`src/hw/cng_nmt_regs.svh`:
```
/*
 * Register offsets, reset values, codes and timing constants for the NMT/SYNC guard.
 * Assumes inclusion by bare name from the package and the bench.
 */
`ifndef CNG_NMT_REGS_SVH
`define CNG_NMT_REGS_SVH
// Summary of operation
// RULE1 - SYNC identifier register, reset 80h
// RULE2 - SYNC is a data-free timing event
// RULE3 - SYNC triggers synchronous PDO send or update
// RULE4 - Power-on enters init, then preoperational automatically
// RULE5 - Init takes part only in boot-up
// RULE6 - Boot-up: id 700h plus node, byte 0
// RULE7 - Preoperational: SDO, SYNC, EMCY, NMT; no PDO
// RULE8 - Operational all objects; stopped NMT only
// RULE9 - NMT command: id 00h, code, target
// RULE10 - Never reply to NMT commands
// RULE11 - Code 1 operational, code 2 stopped
// RULE12 - 128 preop, 129 full reset, 130 comm reset
// RULE13 - Target 0 or own node number
// RULE14 - Comm reset reinits communication objects only
// RULE15 - Timeout is guard time times factor
// RULE16 - Either value zero disables supervision
// RULE17 - Start on first request, restart each
// RULE18 - Guard request: remote frame, 700h plus node
// RULE19 - Answer byte: 4 stop, 5 op, 127 preop
// RULE20 - Bit 7 toggles on every answer
// RULE21 - Missing request within timeout raises error
// RULE22 - Master picks SYNC period with margin
// RULE23 - Type 0 once, 1-240 every Nth, 252 update; the code sends type 0 on every SYNC
// RULE24 - First toggle zero after reset
// RULE25 - Malformed commands and requests are ignored

// ****************************************
// Register map
// ****************************************
`define CNG_ADDR_GUARD   16'h100C
`define CNG_ADDR_LIFE    16'h100D
`define CNG_ADDR_SYNCID  16'h1015
`define CNG_ADDR_STATUS  16'h2000
`define CNG_RST_GUARD    32'h0000_0000
`define CNG_RST_LIFE     8'h00
`define CNG_RST_SYNCID   32'h0000_0080
`define CNG_STAT_LIFE    1
// ****************************************
// Identifiers and codes
// ****************************************
`define CNG_ID_NMT       11'h000
`define CNG_ID_GUARD     11'h700
`define CNG_CMD_START    8'h01
`define CNG_CMD_STOP     8'h02
`define CNG_CMD_PREOP    8'h80
`define CNG_CMD_RSTNODE  8'h81
`define CNG_CMD_RSTCOMM  8'h82
`define CNG_CODE_STOP    7'h04
`define CNG_CODE_OPER    7'h05
`define CNG_CODE_PREOP   7'h7F
`define CNG_TT_SYNC0     8'h00
`define CNG_TT_SYNCMAX   8'hF0
`define CNG_TT_RTRSYNC   8'hFC
// ****************************************
// Timing
// ****************************************
`define CNG_CLK_NS       20
`define CNG_MS_NS        1000000
`define CNG_MS_CYC       (`CNG_MS_NS / `CNG_CLK_NS)
`endif

```
`src/hw/cng_nmt_pkg.sv`:
```
/*
 * Types shared by the NMT/SYNC guard and its bench.
 * Assumes the constants header is on the include path.
 */
package cng_nmt_pkg;
	`include "cng_nmt_regs.svh"

	typedef enum logic [2:0] {
		ST_INIT,
		ST_BOOT,
		ST_PREOP,
		ST_OPER,
		ST_STOP
	} cng_state_e;

	typedef struct packed {
		logic [10:0] id;
		logic        rtr;
		logic [3:0]  dlc;
		logic [7:0]  b0;
		logic [7:0]  b1;
	} cng_frame_s;
endpackage

```
`src/hw/cng_nmt_guard.sv`:
```
/*
 * CANopen slave NMT state machine, SYNC consumer and node/life guarding.
 * Assumes a CAN controller on clk_sys that presents received frames as one-cycle
 * pulses and takes a transmit frame on a valid/ready handshake.
 */
module cng_nmt_guard
	import cng_nmt_pkg::*;
#(
	parameter int MS_CYCLES = `CNG_MS_CYC
) (
	input  wire logic        clk_sys,
	input  wire logic        reset_n,
	input  wire logic [15:0] reg_addr,
	input  wire logic [31:0] reg_wdata,
	input  wire logic        reg_wr,
	input  wire logic        reg_rd,
	output logic      [31:0] reg_rdata,
	input  wire logic [6:0]  node_id_pin,
	input  wire logic        rx_valid,
	input  cng_frame_s       rx_frame,
	output cng_frame_s       tx_frame,
	output logic             tx_valid,
	input  wire logic        tx_ready,
	input  wire logic [7:0]  tpdo_type,
	input  wire logic        tpdo_rtr,
	output logic             sync_event,
	output logic             tpdo_send,
	output logic             tpdo_update,
	output logic             pdo_en,
	output logic             sdo_en,
	output logic             emcy_en,
	output logic [6:0]       state_code,
	output logic             life_err,
	output logic             dev_reset,
	output logic             comm_reset
);

	// ****************************************
	// Helpers
	// ****************************************
	function automatic logic [10:0] node_cob(input logic [10:0] base, input logic [6:0] node);
		node_cob = base + {4'h0, node};
	endfunction

	function automatic logic [6:0] code_of(input cng_state_e s);
		case (s)
			ST_OPER: code_of = `CNG_CODE_OPER;
			ST_STOP: code_of = `CNG_CODE_STOP;
			ST_PREOP: code_of = `CNG_CODE_PREOP;
			default: code_of = 7'h00;
		endcase
	endfunction

	cng_state_e  state_reg;
	logic [6:0]  node_sync1_reg;
	logic [6:0]  node_sync2_reg;
	logic [6:0]  node_reg;
	logic [31:0] guard_interval_ms_reg;
	logic [7:0]  life_factor_count_reg;
	logic [31:0] sync_message_identifier_reg;
	logic        toggle_reg;
	logic        tx_guard_reg;
	logic        armed_reg;
	logic        life_flag_reg;
	logic [31:0] ms_div_reg;
	logic [39:0] elapsed_reg;
	logic [7:0]  sync_cnt_reg;
	logic        tpdo_pend_reg;

	logic        live;
	logic        is_sync;
	logic        is_cmd;
	logic        is_guard;
	logic        reset_any;
	logic [39:0] limit;
	logic        ms_tick;

	// ****************************************
	// Frame decode
	// ****************************************
	assign live = (state_reg == ST_PREOP) || (state_reg == ST_OPER) || (state_reg == ST_STOP);
	// Data field of SYNC is not checked: only its arrival matters
	assign is_sync = rx_valid && live && (state_reg != ST_STOP) && !rx_frame.rtr //RULE2 RULE8
		&& (rx_frame.id == sync_message_identifier_reg[10:0]); //RULE1 RULE7
	assign is_cmd = rx_valid && live && !rx_frame.rtr && (rx_frame.id == `CNG_ID_NMT) //RULE9
		&& (rx_frame.dlc == 4'h2) //RULE25
		&& ((rx_frame.b1 == 8'h00) || (rx_frame.b1 == {1'b0, node_reg})); //RULE13
	assign is_guard = rx_valid && live && rx_frame.rtr //RULE18
		&& (rx_frame.id == node_cob(`CNG_ID_GUARD, node_reg))
		&& (rx_frame.dlc <= 4'h1); //RULE25
	assign reset_any = is_cmd && ((rx_frame.b0 == `CNG_CMD_RSTNODE)
		|| (rx_frame.b0 == `CNG_CMD_RSTCOMM));

	// ****************************************
	// Node number strap
	// ****************************************
	// No reset: the strap is through both stages by the first edge after release
	always_ff @(posedge clk_sys) begin
		node_sync1_reg <= node_id_pin;
		node_sync2_reg <= node_sync1_reg;
	end

	always_ff @(posedge clk_sys or negedge reset_n) begin
		if (!reset_n) begin
			node_reg <= 7'h00;
		end else if (state_reg == ST_INIT) begin
			node_reg <= node_sync2_reg;
		end
	end

	// ****************************************
	// Node state machine
	// ****************************************
	always_ff @(posedge clk_sys or negedge reset_n) begin
		if (!reset_n) begin
			state_reg <= ST_INIT; //RULE4
		end else begin
			case (state_reg)
				ST_INIT: state_reg <= ST_BOOT; //RULE4
				ST_BOOT: begin
					// A guard answer left over from before the reset is not the boot-up
					if (tx_valid && tx_ready && !tx_guard_reg) begin
						state_reg <= ST_PREOP; //RULE4
					end
				end
				default: begin
					if (is_cmd) begin
						case (rx_frame.b0)
							`CNG_CMD_START: state_reg <= ST_OPER; //RULE11
							`CNG_CMD_STOP: state_reg <= ST_STOP; //RULE11
							`CNG_CMD_PREOP: state_reg <= ST_PREOP; //RULE12
							`CNG_CMD_RSTNODE: state_reg <= ST_INIT; //RULE12
							`CNG_CMD_RSTCOMM: state_reg <= ST_INIT; //RULE12 RULE14
							default: state_reg <= state_reg; //RULE25
						endcase
					end
				end
			endcase
		end
	end

	always_ff @(posedge clk_sys or negedge reset_n) begin
		if (!reset_n) begin
			dev_reset  <= 1'b0;
			comm_reset <= 1'b0;
		end else begin
			dev_reset  <= is_cmd && (rx_frame.b0 == `CNG_CMD_RSTNODE); //RULE12
			comm_reset <= reset_any; //RULE14
		end
	end

	// Object gating per state
	always_ff @(posedge clk_sys or negedge reset_n) begin
		if (!reset_n) begin
			pdo_en     <= 1'b0;
			sdo_en     <= 1'b0;
			emcy_en    <= 1'b0;
			state_code <= 7'h00;
		end else begin
			pdo_en     <= (state_reg == ST_OPER); //RULE7 RULE8
			sdo_en     <= (state_reg == ST_OPER) || (state_reg == ST_PREOP); //RULE7
			emcy_en    <= (state_reg == ST_OPER) || (state_reg == ST_PREOP); //RULE8
			state_code <= code_of(state_reg);
		end
	end

	// ****************************************
	// Communication objects
	// ****************************************
	// Both reset commands clear these; the rest of the device is left to dev_reset
	always_ff @(posedge clk_sys or negedge reset_n) begin
		if (!reset_n) begin
			guard_interval_ms_reg       <= `CNG_RST_GUARD;
			life_factor_count_reg       <= `CNG_RST_LIFE;
			sync_message_identifier_reg <= `CNG_RST_SYNCID; //RULE1
		end else if (reset_any) begin
			guard_interval_ms_reg       <= `CNG_RST_GUARD; //RULE14
			life_factor_count_reg       <= `CNG_RST_LIFE;
			sync_message_identifier_reg <= `CNG_RST_SYNCID;
		end else if (reg_wr) begin
			case (reg_addr)
				`CNG_ADDR_GUARD: guard_interval_ms_reg <= reg_wdata; //RULE15
				`CNG_ADDR_LIFE: life_factor_count_reg <= reg_wdata[7:0]; //RULE15
				`CNG_ADDR_SYNCID: sync_message_identifier_reg <= reg_wdata; //RULE1
				default: ;
			endcase
		end
	end

	always_ff @(posedge clk_sys or negedge reset_n) begin
		if (!reset_n) begin
			reg_rdata <= 32'h0000_0000;
		end else if (reg_rd) begin
			case (reg_addr)
				`CNG_ADDR_GUARD: reg_rdata <= guard_interval_ms_reg;
				`CNG_ADDR_LIFE: reg_rdata <= {24'h00_0000, life_factor_count_reg};
				`CNG_ADDR_SYNCID: reg_rdata <= sync_message_identifier_reg;
				`CNG_ADDR_STATUS: reg_rdata <= {16'h0000, 1'b0, code_of(state_reg),
					5'h00, toggle_reg, life_flag_reg, armed_reg};
				default: reg_rdata <= 32'h0000_0000;
			endcase
		end else begin
			reg_rdata <= 32'h0000_0000;
		end
	end

	// ****************************************
	// Transmit: boot-up and guard answers
	// ****************************************
	// One frame slot; a guard request that meets a busy slot is dropped
	always_ff @(posedge clk_sys or negedge reset_n) begin
		if (!reset_n) begin
			tx_valid     <= 1'b0;
			tx_guard_reg <= 1'b0;
			tx_frame     <= '0;
		end else if (tx_valid) begin
			if (tx_ready) begin
				tx_valid <= 1'b0;
			end
		end else if ((state_reg == ST_INIT) || (state_reg == ST_BOOT)) begin
			tx_valid          <= 1'b1; //RULE5 RULE6
			tx_guard_reg      <= 1'b0;
			tx_frame.id       <= node_cob(`CNG_ID_GUARD, node_sync2_reg); //RULE6
			tx_frame.rtr      <= 1'b0;
			tx_frame.dlc      <= 4'h1;
			tx_frame.b0       <= 8'h00; //RULE6
			tx_frame.b1       <= 8'h00;
		end else if (is_guard) begin //RULE10
			tx_valid          <= 1'b1;
			tx_guard_reg      <= 1'b1;
			tx_frame.id       <= node_cob(`CNG_ID_GUARD, node_reg);
			tx_frame.rtr      <= 1'b0;
			tx_frame.dlc      <= 4'h1;
			tx_frame.b0       <= {toggle_reg, code_of(state_reg)}; //RULE19 RULE20
			tx_frame.b1       <= 8'h00;
		end
	end

	always_ff @(posedge clk_sys or negedge reset_n) begin
		if (!reset_n) begin
			toggle_reg <= 1'b0; //RULE24
		end else if ((state_reg == ST_INIT) || (state_reg == ST_BOOT)) begin
			toggle_reg <= 1'b0; //RULE24
		end else if (tx_valid && tx_ready && tx_guard_reg) begin
			toggle_reg <= !toggle_reg; //RULE20
		end
	end

	// ****************************************
	// Life guarding
	// ****************************************
	assign limit   = guard_interval_ms_reg * {32'h0000_0000, life_factor_count_reg}; //RULE15
	assign ms_tick = (ms_div_reg == 32'(MS_CYCLES - 1));

	always_ff @(posedge clk_sys or negedge reset_n) begin
		if (!reset_n) begin
			armed_reg   <= 1'b0;
			ms_div_reg  <= 32'h0000_0000;
			elapsed_reg <= 40'h00_0000_0000;
			life_err    <= 1'b0;
		end else begin
			life_err <= 1'b0;
			if ((limit == 40'h00_0000_0000) || (state_reg == ST_INIT)) begin
				armed_reg <= 1'b0; //RULE16
			end else if (is_guard) begin
				armed_reg   <= 1'b1; //RULE17
				ms_div_reg  <= 32'h0000_0000;
				elapsed_reg <= 40'h00_0000_0000; //RULE17
			end else if (armed_reg) begin
				ms_div_reg <= ms_tick ? 32'h0000_0000 : ms_div_reg + 32'h0000_0001;
				if (ms_tick) begin
					if (elapsed_reg + 40'h00_0000_0001 >= limit) begin
						life_err  <= 1'b1; //RULE21
						armed_reg <= 1'b0;
					end else begin
						elapsed_reg <= elapsed_reg + 40'h00_0000_0001;
					end
				end
			end
		end
	end

	// Sticky copy; an error in the clearing cycle survives
	always_ff @(posedge clk_sys or negedge reset_n) begin
		if (!reset_n) begin
			life_flag_reg <= 1'b0;
		end else if (life_err) begin
			life_flag_reg <= 1'b1; //RULE21
		end else if (reg_wr && (reg_addr == `CNG_ADDR_STATUS)
			&& reg_wdata[`CNG_STAT_LIFE]) begin
			life_flag_reg <= 1'b0;
		end
	end

	// ****************************************
	// SYNC consumer and synchronous PDO trigger
	// ****************************************
	always_ff @(posedge clk_sys or negedge reset_n) begin
		if (!reset_n) begin
			sync_event    <= 1'b0;
			tpdo_send     <= 1'b0;
			tpdo_update   <= 1'b0;
			sync_cnt_reg  <= 8'h00;
			tpdo_pend_reg <= 1'b0;
		end else begin
			sync_event  <= is_sync; //RULE2
			tpdo_send   <= 1'b0;
			tpdo_update <= 1'b0;
			if (state_reg != ST_OPER) begin
				sync_cnt_reg  <= 8'h00; //RULE7
				tpdo_pend_reg <= 1'b0;
			end else if (is_sync) begin
				if (tpdo_type == `CNG_TT_SYNC0) begin
					tpdo_send <= 1'b1; //RULE3 RULE23
				end else if (tpdo_type <= `CNG_TT_SYNCMAX) begin
					if (sync_cnt_reg + 8'h01 >= tpdo_type) begin
						tpdo_send    <= 1'b1; //RULE23
						sync_cnt_reg <= 8'h00;
					end else begin
						sync_cnt_reg <= sync_cnt_reg + 8'h01;
					end
				end else if (tpdo_type == `CNG_TT_RTRSYNC) begin
					tpdo_update   <= 1'b1; //RULE23
					tpdo_pend_reg <= 1'b1;
				end
			end else if (tpdo_rtr && tpdo_pend_reg) begin
				tpdo_send     <= 1'b1; //RULE23
				tpdo_pend_reg <= 1'b0;
			end
		end
	end

	// ****************************************
	// Checks
	// ****************************************
	sync_reset_val_a: assert property (@(posedge clk_sys) //RULE1
		$rose(reset_n) |-> sync_message_identifier_reg == `CNG_RST_SYNCID)
		else $error("SYNC id not at reset value");

	sync_pulse_a: assert property (@(posedge clk_sys) disable iff (!reset_n) //RULE2
		is_sync |=> sync_event)
		else $error("SYNC event missed");

	init_to_boot_a: assert property (@(posedge clk_sys) disable iff (!reset_n) //RULE4
		reset_n && state_reg == ST_INIT |=> state_reg == ST_BOOT ##0 tx_valid)
		else $error("Init did not queue boot-up");

	boot_frame_a: assert property (@(posedge clk_sys) disable iff (!reset_n) //RULE6
		state_reg == ST_BOOT && tx_valid |-> tx_frame.dlc == 4'h1 && tx_frame.b0 == 8'h00
		&& tx_frame.id == node_cob(`CNG_ID_GUARD, node_reg))
		else $error("Bad boot-up frame");

	pdo_gate_a: assert property (@(posedge clk_sys) disable iff (!reset_n) //RULE7
		state_reg == ST_PREOP ##1 state_reg == ST_PREOP |-> !pdo_en && !tpdo_send)
		else $error("PDO active in preoperational");

	stop_gate_a: assert property (@(posedge clk_sys) disable iff (!reset_n) //RULE8
		$past(state_reg) == ST_STOP |-> !sdo_en && !emcy_en && !sync_event)
		else $error("Object active in stopped");

	start_cmd_a: assert property (@(posedge clk_sys) disable iff (!reset_n) //RULE11
		is_cmd && rx_frame.b0 == `CNG_CMD_START |=> state_reg == ST_OPER ##1 pdo_en)
		else $error("Start command not obeyed");

	no_reply_a: assert property (@(posedge clk_sys) disable iff (!reset_n) //RULE10
		is_cmd && !tx_valid && !is_guard && state_reg != ST_INIT |=> !tx_valid)
		else $error("Frame sent after NMT command");

	comm_clear_a: assert property (@(posedge clk_sys) disable iff (!reset_n) //RULE14
		is_cmd && rx_frame.b0 == `CNG_CMD_RSTCOMM |=> comm_reset && !dev_reset
		&& state_reg == ST_INIT && guard_interval_ms_reg == `CNG_RST_GUARD)
		else $error("Communication reset incomplete");

	guard_off_a: assert property (@(posedge clk_sys) disable iff (!reset_n) //RULE16
		limit == 40'h00_0000_0000 |=> !life_err)
		else $error("Life error while disabled");

	guard_answer_a: assert property (@(posedge clk_sys) disable iff (!reset_n) //RULE19
		is_guard && !tx_valid |=> tx_valid && tx_frame.b0 == {$past(toggle_reg),
		$past(code_of(state_reg))})
		else $error("Bad guard answer");

	toggle_flip_a: assert property (@(posedge clk_sys) disable iff (!reset_n) //RULE20
		tx_valid && tx_ready && tx_guard_reg |=> toggle_reg != $past(toggle_reg))
		else $error("Toggle bit did not invert");

	bad_cmd_a: assert property (@(posedge clk_sys) disable iff (!reset_n) //RULE25
		rx_valid && rx_frame.id == `CNG_ID_NMT && rx_frame.dlc != 4'h2
		&& state_reg != ST_BOOT && state_reg != ST_INIT |=> $stable(state_reg))
		else $error("Malformed command changed state");

endmodule

```
`config.mk`:
```
export PLATFORM = sky130hd
export DESIGN_NAME = cng_nmt_guard
export DESIGN_NICKNAME = d
export VERILOG_FILES = /design/src/hw/cng_nmt_pkg.sv /design/src/hw/cng_nmt_guard.sv
export VERILOG_INCLUDE_DIRS = /design/src /design/src/hw
export SDC_FILE = /design/constraint.sdc
export NUM_CORES = 1
export LEC_CHECK = 0
export BUFFER_PORTS_ARGS = -buffer_cell sky130_fd_sc_hd__buf_2
export CORE_MARGIN = 2
export CORE_UTILIZATION = 62
export DETAILED_ROUTE_END_ITERATION = 8
export PLACE_DENSITY = 0.82
export RECOVER_POWER = 25
export SLEW_MARGIN = 40
export SYNTH_ARGS = -nofsm -noshare
export SYNTH_HDL_FRONTEND = slang
export SYNTH_SLANG_ARGS = --single-unit
```
`constraint.sdc`:
```
create_clock -name clk_sys -period 8.5 [get_ports clk_sys]
set_input_delay 0.425 -clock clk_sys [delete_from_list [all_inputs] [get_ports clk_sys]]
set_output_delay 0.425 -clock clk_sys [all_outputs]
set_load 0.02 [all_outputs]
```
After elaboration in Yosys (flattened, before gate mapping)
Index checks and enable logic that the tools add are counted.

word-level totals
  output and inout bits = 81
  bits in registers = 261

cells by class
  muxes and demuxes = 67
  bitwise logic cells = 2
  $lt $le $gt $ge = 4
  reductions and logical operators = 57
  equality and inequality tests = 27
  multiply operators = 1
  add/sub/neg operators = 5

operator list
  operator                 count
  $mux W32                 12
  $mux W40                 4
  $pmux W32 S4             1
  $mux W8                  8
  $eq A16 B13 Y1 const B   3
  $add A40 B1 Y40 const B  1
  $ge A40 B40 Y1           1
  $logic_not A40 Y1        1
  $mul A32 B8 Y40          1
  $mux W1                  37
  $add A32 B1 Y32 const B  1
  $eq A32 B16 Y1 const B   1
  $eq A8 B8 Y1 const B     4
  $eq A11 B11 Y1           2
  $reduce_bool A2 Y1       11
  $pmux W7 S3              1
  $add A9 B8 Y10 const A   2
  $logic_and A1 B1 Y1      19
  $eq A16 B14 Y1 const B   1
  $logic_not A8 Y1         2
  $pmux W3 S4              1
  $logic_not A11 Y1        1
  $reduce_and A2 Y1        5
  $ne A3 B3 Y1 const B     3
  other kinds (25)         40

Longest topological paths before layout
  depth in word-level cells = 11
  mapped depth = 31
  mapped depth without buffers = 28

Least setup slack after synthesis
No wires, ideal clock.

  path kind = register to register
  from = register life_factor_count_reg[7]
  to = register elapsed_reg[10]
  clock period less this slack = 7,094 ps
  setup slack = 1,406 ps
  stages on the path, launching flop included = 30
  buffers on the path = 4
  setup time = 125 ps
  data required time = 8,375 ps
  data arrival time = 6,969 ps
  cells stage by stage = dfrtp_1 > clkbuf_1 > nand2_1 > fa_1 > fa_1 > fa_1 > fa_1 > inv_1 > ha_1 > clkbuf_1 > nand2_1 > o21a_1 > o221a_2 > o21a_1 > o211ai_1 > a31oi_1 > xnor2_1 > inv_1 > ha_1 > a21o_1 > a21o_1 > a21oi_1 > o21ai_0 > a211oi_1 > o21ai_0 > o311ai_1 > and3_1 > buf_6 > buf_6 > mux2_4

on the way
  longest elaborated chain between the ends = 5

ends and longest elaborated chain
  element                                                 line                  source
  start, declared                                         cng_nmt_guard.sv:59   logic [7:0] life_factor_count_reg;
  start signal, assigned                                  cng_nmt_guard.sv:174  life_factor_count_reg <= `CNG_RST_LIFE;
  start signal, assigned                                  cng_nmt_guard.sv:178  life_factor_count_reg <= `CNG_RST_LIFE;
  start signal, assigned                                  cng_nmt_guard.sv:183  `CNG_ADDR_LIFE: life_factor_count_reg <= reg_wdata[7:0];
  $mul A32 B8 Y40 (*)                                     cng_nmt_guard.sv:252  assign limit = guard_interval_ms_reg * {32'h0000_0000, life_factor_count_reg};
  branches (longest 3 deep; another with $ge A40 B40 Y1)  n/a
  $reduce_and A4 Y1 (no line) (*)                         n/a
  end signal, assigned                                    cng_nmt_guard.sv:276  elapsed_reg <= elapsed_reg + 40'h00_0000_0001;
  end, declared                                           cng_nmt_guard.sv:66   logic [39:0] elapsed_reg;

Mark *: on every way between the ends.
A chain may end at the register's enable or synchronous reset.

Final worst setup path
  from = register life_factor_count_reg[7]
  to = register elapsed_reg[4]

The elaborated chain is that of the path after synthesis.

==> reports/metrics.csv <==
metric,value,unit
initial antenna violation count,1,
Inserted Clock Buffers,27,
CTS tree,yes,
violated checks,"capacitance limit, slew limit",
Slowest cell on crit path,fa_1,
largest net degree at the start of global routing,105,
max reg flops,40,
NetSw,0.000827,W
remaining global-route overflow,0,
final setup fails,0,
Core Box Area,33500,sq um
Total Routing Usage GR,0.304,
share of the synthesized area in the top cell type,0.263,
cell mode on critical path,fa_1,
"Reg clk slew, reported paths",60,ps
register area share after synthesis,0.278,
WP data required,8920,ps
Startpoint Class,flop,
Die ar.,35500,sq um
Slew Limit Fails,151,
clock buffer depth,3,
sequential share of power,0.442,
starting density of the core,0.629,
outcome,finished with violations,
vias in the first global route,17900,
Final GP Congestion,0.926,
TNS Setup,0,ps
HP Class,input port to flop,
number of max-cap violations,3,
"FFs w/ async S/R, synth",0.941,
ranking of synthesized cells by area,"dfrtp_1 (26%), fa_1 (17%), ha_1 (6.6%)",
fin nets,2807,
Row Count,67,
Die W,188,um
WL final,52800,um
Tmin final,7990,ps
First DRT Iteration DRCs,1558,
Net Sw Frac,0.288,
worst r2r dst,elapsed_reg[4]$_DFFE_PN0P_,
"Hold Vio Cnt, Final",0,
drt first pass iters,7,
R2R depth,26,
Crit Path Category,flop to flop,
syn_area_per_cell,9.04,sq um
WL per Instance,18.3,um
dominant cell type by area after synthesis,dfrtp_1,
clk_skew,19.9,ps
Mapped Area,21100,sq um
crit path capture type,flop,
CP max stage delay,550,ps
launch point of the worst path,life_factor_count_reg[7]$_DFFE_PN0P_,
Reg2Reg Setup Slack,510,ps
pwr dens,125,nW/um^2
Vias,17600,
Yosys cell types,81,
clock network fraction of total power,0.409,
IO buf count,169,
Hold WS,124,ps
number of synthesized flops with an enable pin,0,
Worst EP arrival,8410,ps
worst path bufs/invs,4,
post-route ant nets,0,
first-pass GRT wire length,89100,um
DR vias/cell,6.10,
clk_lat worst skew,550,ps
CP Depth,26,
synthesis warning total,0,
fin crit share,0.941,
pin slew with the least headroom to its limit,3060,ps
RSZ-0062 raised after global routing,false,
LEAKAGE,10.0,nW
FF-to-FF Start,life_factor_count_reg[7]$_DFFE_PN0P_,
IO Count,183,
htree depth,1,
hpwl dp,39100,um
combinational power share,0.149,
Pint,0.00205,W
CP top delay family,adder cells,
DRC,0,
cell count after synthesis,2332,
Synth Register Bits,237,
Rel. slew slack,-1.04,
"Area growth, synth to finish",9.18,%
layout cells sized above 1,0.127,
ys flop type,dfrtp_1,
CP Max Fanout,27,
maximum VDD drop,0.171,mV
CTS sink count,237,
height of the die,188,um
Critical Path End,elapsed_reg[4]$_DFFE_PN0P_,
clk root buf,clkbuf_16,
Post-CTS Setup Bufs,0,
Fmax,125,MHz
how the worst min path moves through the flow:
stage / slack, ps / endpoint / startpoint / cells after the start
after floorplan: 130 / armed_reg$_DFF_PN0_ / reset_n / 0
after global placement: 320 / node_sync2_reg[6]$_DFF_P_ / node_sync1_reg[6]$_DFF_P_ / 0
after detailed placement: 320 / node_sync2_reg[6]$_DFF_P_ / node_sync1_reg[6]$_DFF_P_ / 0
after CTS: 120 / sync_event$_DFF_PN0_ / rx_frame[20] / 2
after global routing: 130 / sync_message_identifier_reg[29]$_DFFE_PN0P_ / reg_wdata[29] / 3
final: 120 / sync_event$_DFF_PN0_ / rx_frame[20] / 2
placed cells by master, fill, tap and decap left out, types with 7 or more instances in the layout:
| cell | instances |
|---|---|
| xnor2_1 | 60 |
| or2_2 | 9 |
| xor2_1 | 38 |
| nand4_1 | 40 |
| buf_4 | 21 |
| nor2_1 | 160 |
| a22oi_1 | 23 |
| conb_1 | 13 |
| nor4_1 | 28 |
| dfxtp_1 | 14 |
| or4_1 | 7 |
| dfrtp_1 | 220 |
| buf_2 | 168 |
| o21ai_0 | 48 |
| mux2_2 | 19 |
| mux2_4 | 21 |
| a21o_1 | 29 |
| dlygate4sd3_1 | 8 |
| and2_1 | 113 |
| a21oi_1 | 113 |
| o21ai_1 | 13 |
| mux2i_1 | 55 |
| ha_1 | 111 |
| a31oi_1 | 16 |
| clkbuf_16 | 27 |
| nand2b_1 | 18 |
| o21a_1 | 7 |
| nor2b_1 | 14 |
| and3_1 | 34 |
| inv_1 | 179 |
| o31ai_1 | 52 |
| fa_1 | 180 |
| nor3_1 | 24 |
| nand2_1 | 319 |
| clkbuf_1 | 10 |
| nand3_1 | 82 |
area by class of cell:
class                   count  area, sq um
clock buffers              38          767
well taps                 448          561
repair buffers            204         1140
clock inverters            12          131
flip-flops and latches    237         5860
fillers                  2541        10500
diodes                      1         2.50
inverters                 180          676
multi-input cells        1764        13900
cells by family (layout without fill, tap and decap cells):
kind of cell             after synthesis  after routing  synth area share
XOR/XNOR                              98             98            0.0407
buffers and inverters                343            434            0.0683
AND/OR/NAND/NOR                      892            892             0.207
adder cells (fa/ha/maj)              291            291             0.237
multiplexers                         101            101            0.0544
other                                  1             14          0.000178
AO/OA/AOI/OAI                        369            369             0.115
flip-flops                           237            237             0.278
per-layer routing:
layer,wire (um),vias to the layer above,global-route usage,part of all wire
li1,-,8033,-,-
met4,1620,0,0.108,0.031
met5,0,-,0,0
met1,21500,8719,0.406,0.41
met3,3520,125,0.0413,0.067
met2,26200,721,0.511,0.50
power groups by stage:
| stage | sequential (W) | combinational (W) | clock [W] |
|---|---|---|---|
| 6_report | 0.00127 | 0.000427 | 0.00118 |
| 5_1_grt | 0.00128 | 0.000465 | 0.00123 |
| 4_1_cts | 0.00127 | 0.000429 | 0.00118 |
| 3_5_place_dp | 0.00129 | 0.000418 | 0 |
| 3_3_place_gp | 0.00128 | 0.000404 | 0 |
| 2_1_floorplan | 0.00132 | 0.000238 | 0 |
repair_timing:
| action | in CTS | in global routing |
|---|---|---|
| setup endpoints to repair | 0 | 28 |
| resized for setup | 0 | 2 |
| hold endpoints to repair | 110 | 0 |
| hold buffers | 8 | 0 |
stage by stage:
step	instance area [sq um]	total power, W	cells	utilization	worst slack (ps)
2_1_floorplan	21100	0.00155	2344	-	1410
3_3_place_gp	22000	0.00169	2822	0.656	669
3_5_place_dp	22000	0.00171	2824	0.658	482
4_1_cts	23000	0.00288	2882	0.687	443
5_1_grt	23000	0.00297	2884	0.687	23.2
6_report	23000	0.00288	2884	0.687	505
cells in the mapped netlist (9+ instances only):
library cell / count
nand2_1: 321
dfrtp_1: 222
fa_1: 180
inv_1: 178
nor2_1: 160
a21oi_1: 114
and2_1: 114
clkbuf_1: 114
ha_1: 111
nand3_1: 82
xnor2_1: 60
mux2i_1: 55
o31ai_1: 53
o21ai_0: 48
nand4_1: 40
xor2_1: 38
and3_1: 35
a21o_1: 29
nor4_1: 29
buf_4: 25
nor3_1: 24
a22oi_1: 23
mux2_4: 21
mux2_2: 19
nand2b_1: 18
a31oi_1: 16
dfxtp_1: 14
nor2b_1: 14
o21ai_1: 13
buf_2: 12
or2_2: 9
Note: power is estimated with default switching activity, not from simulation.
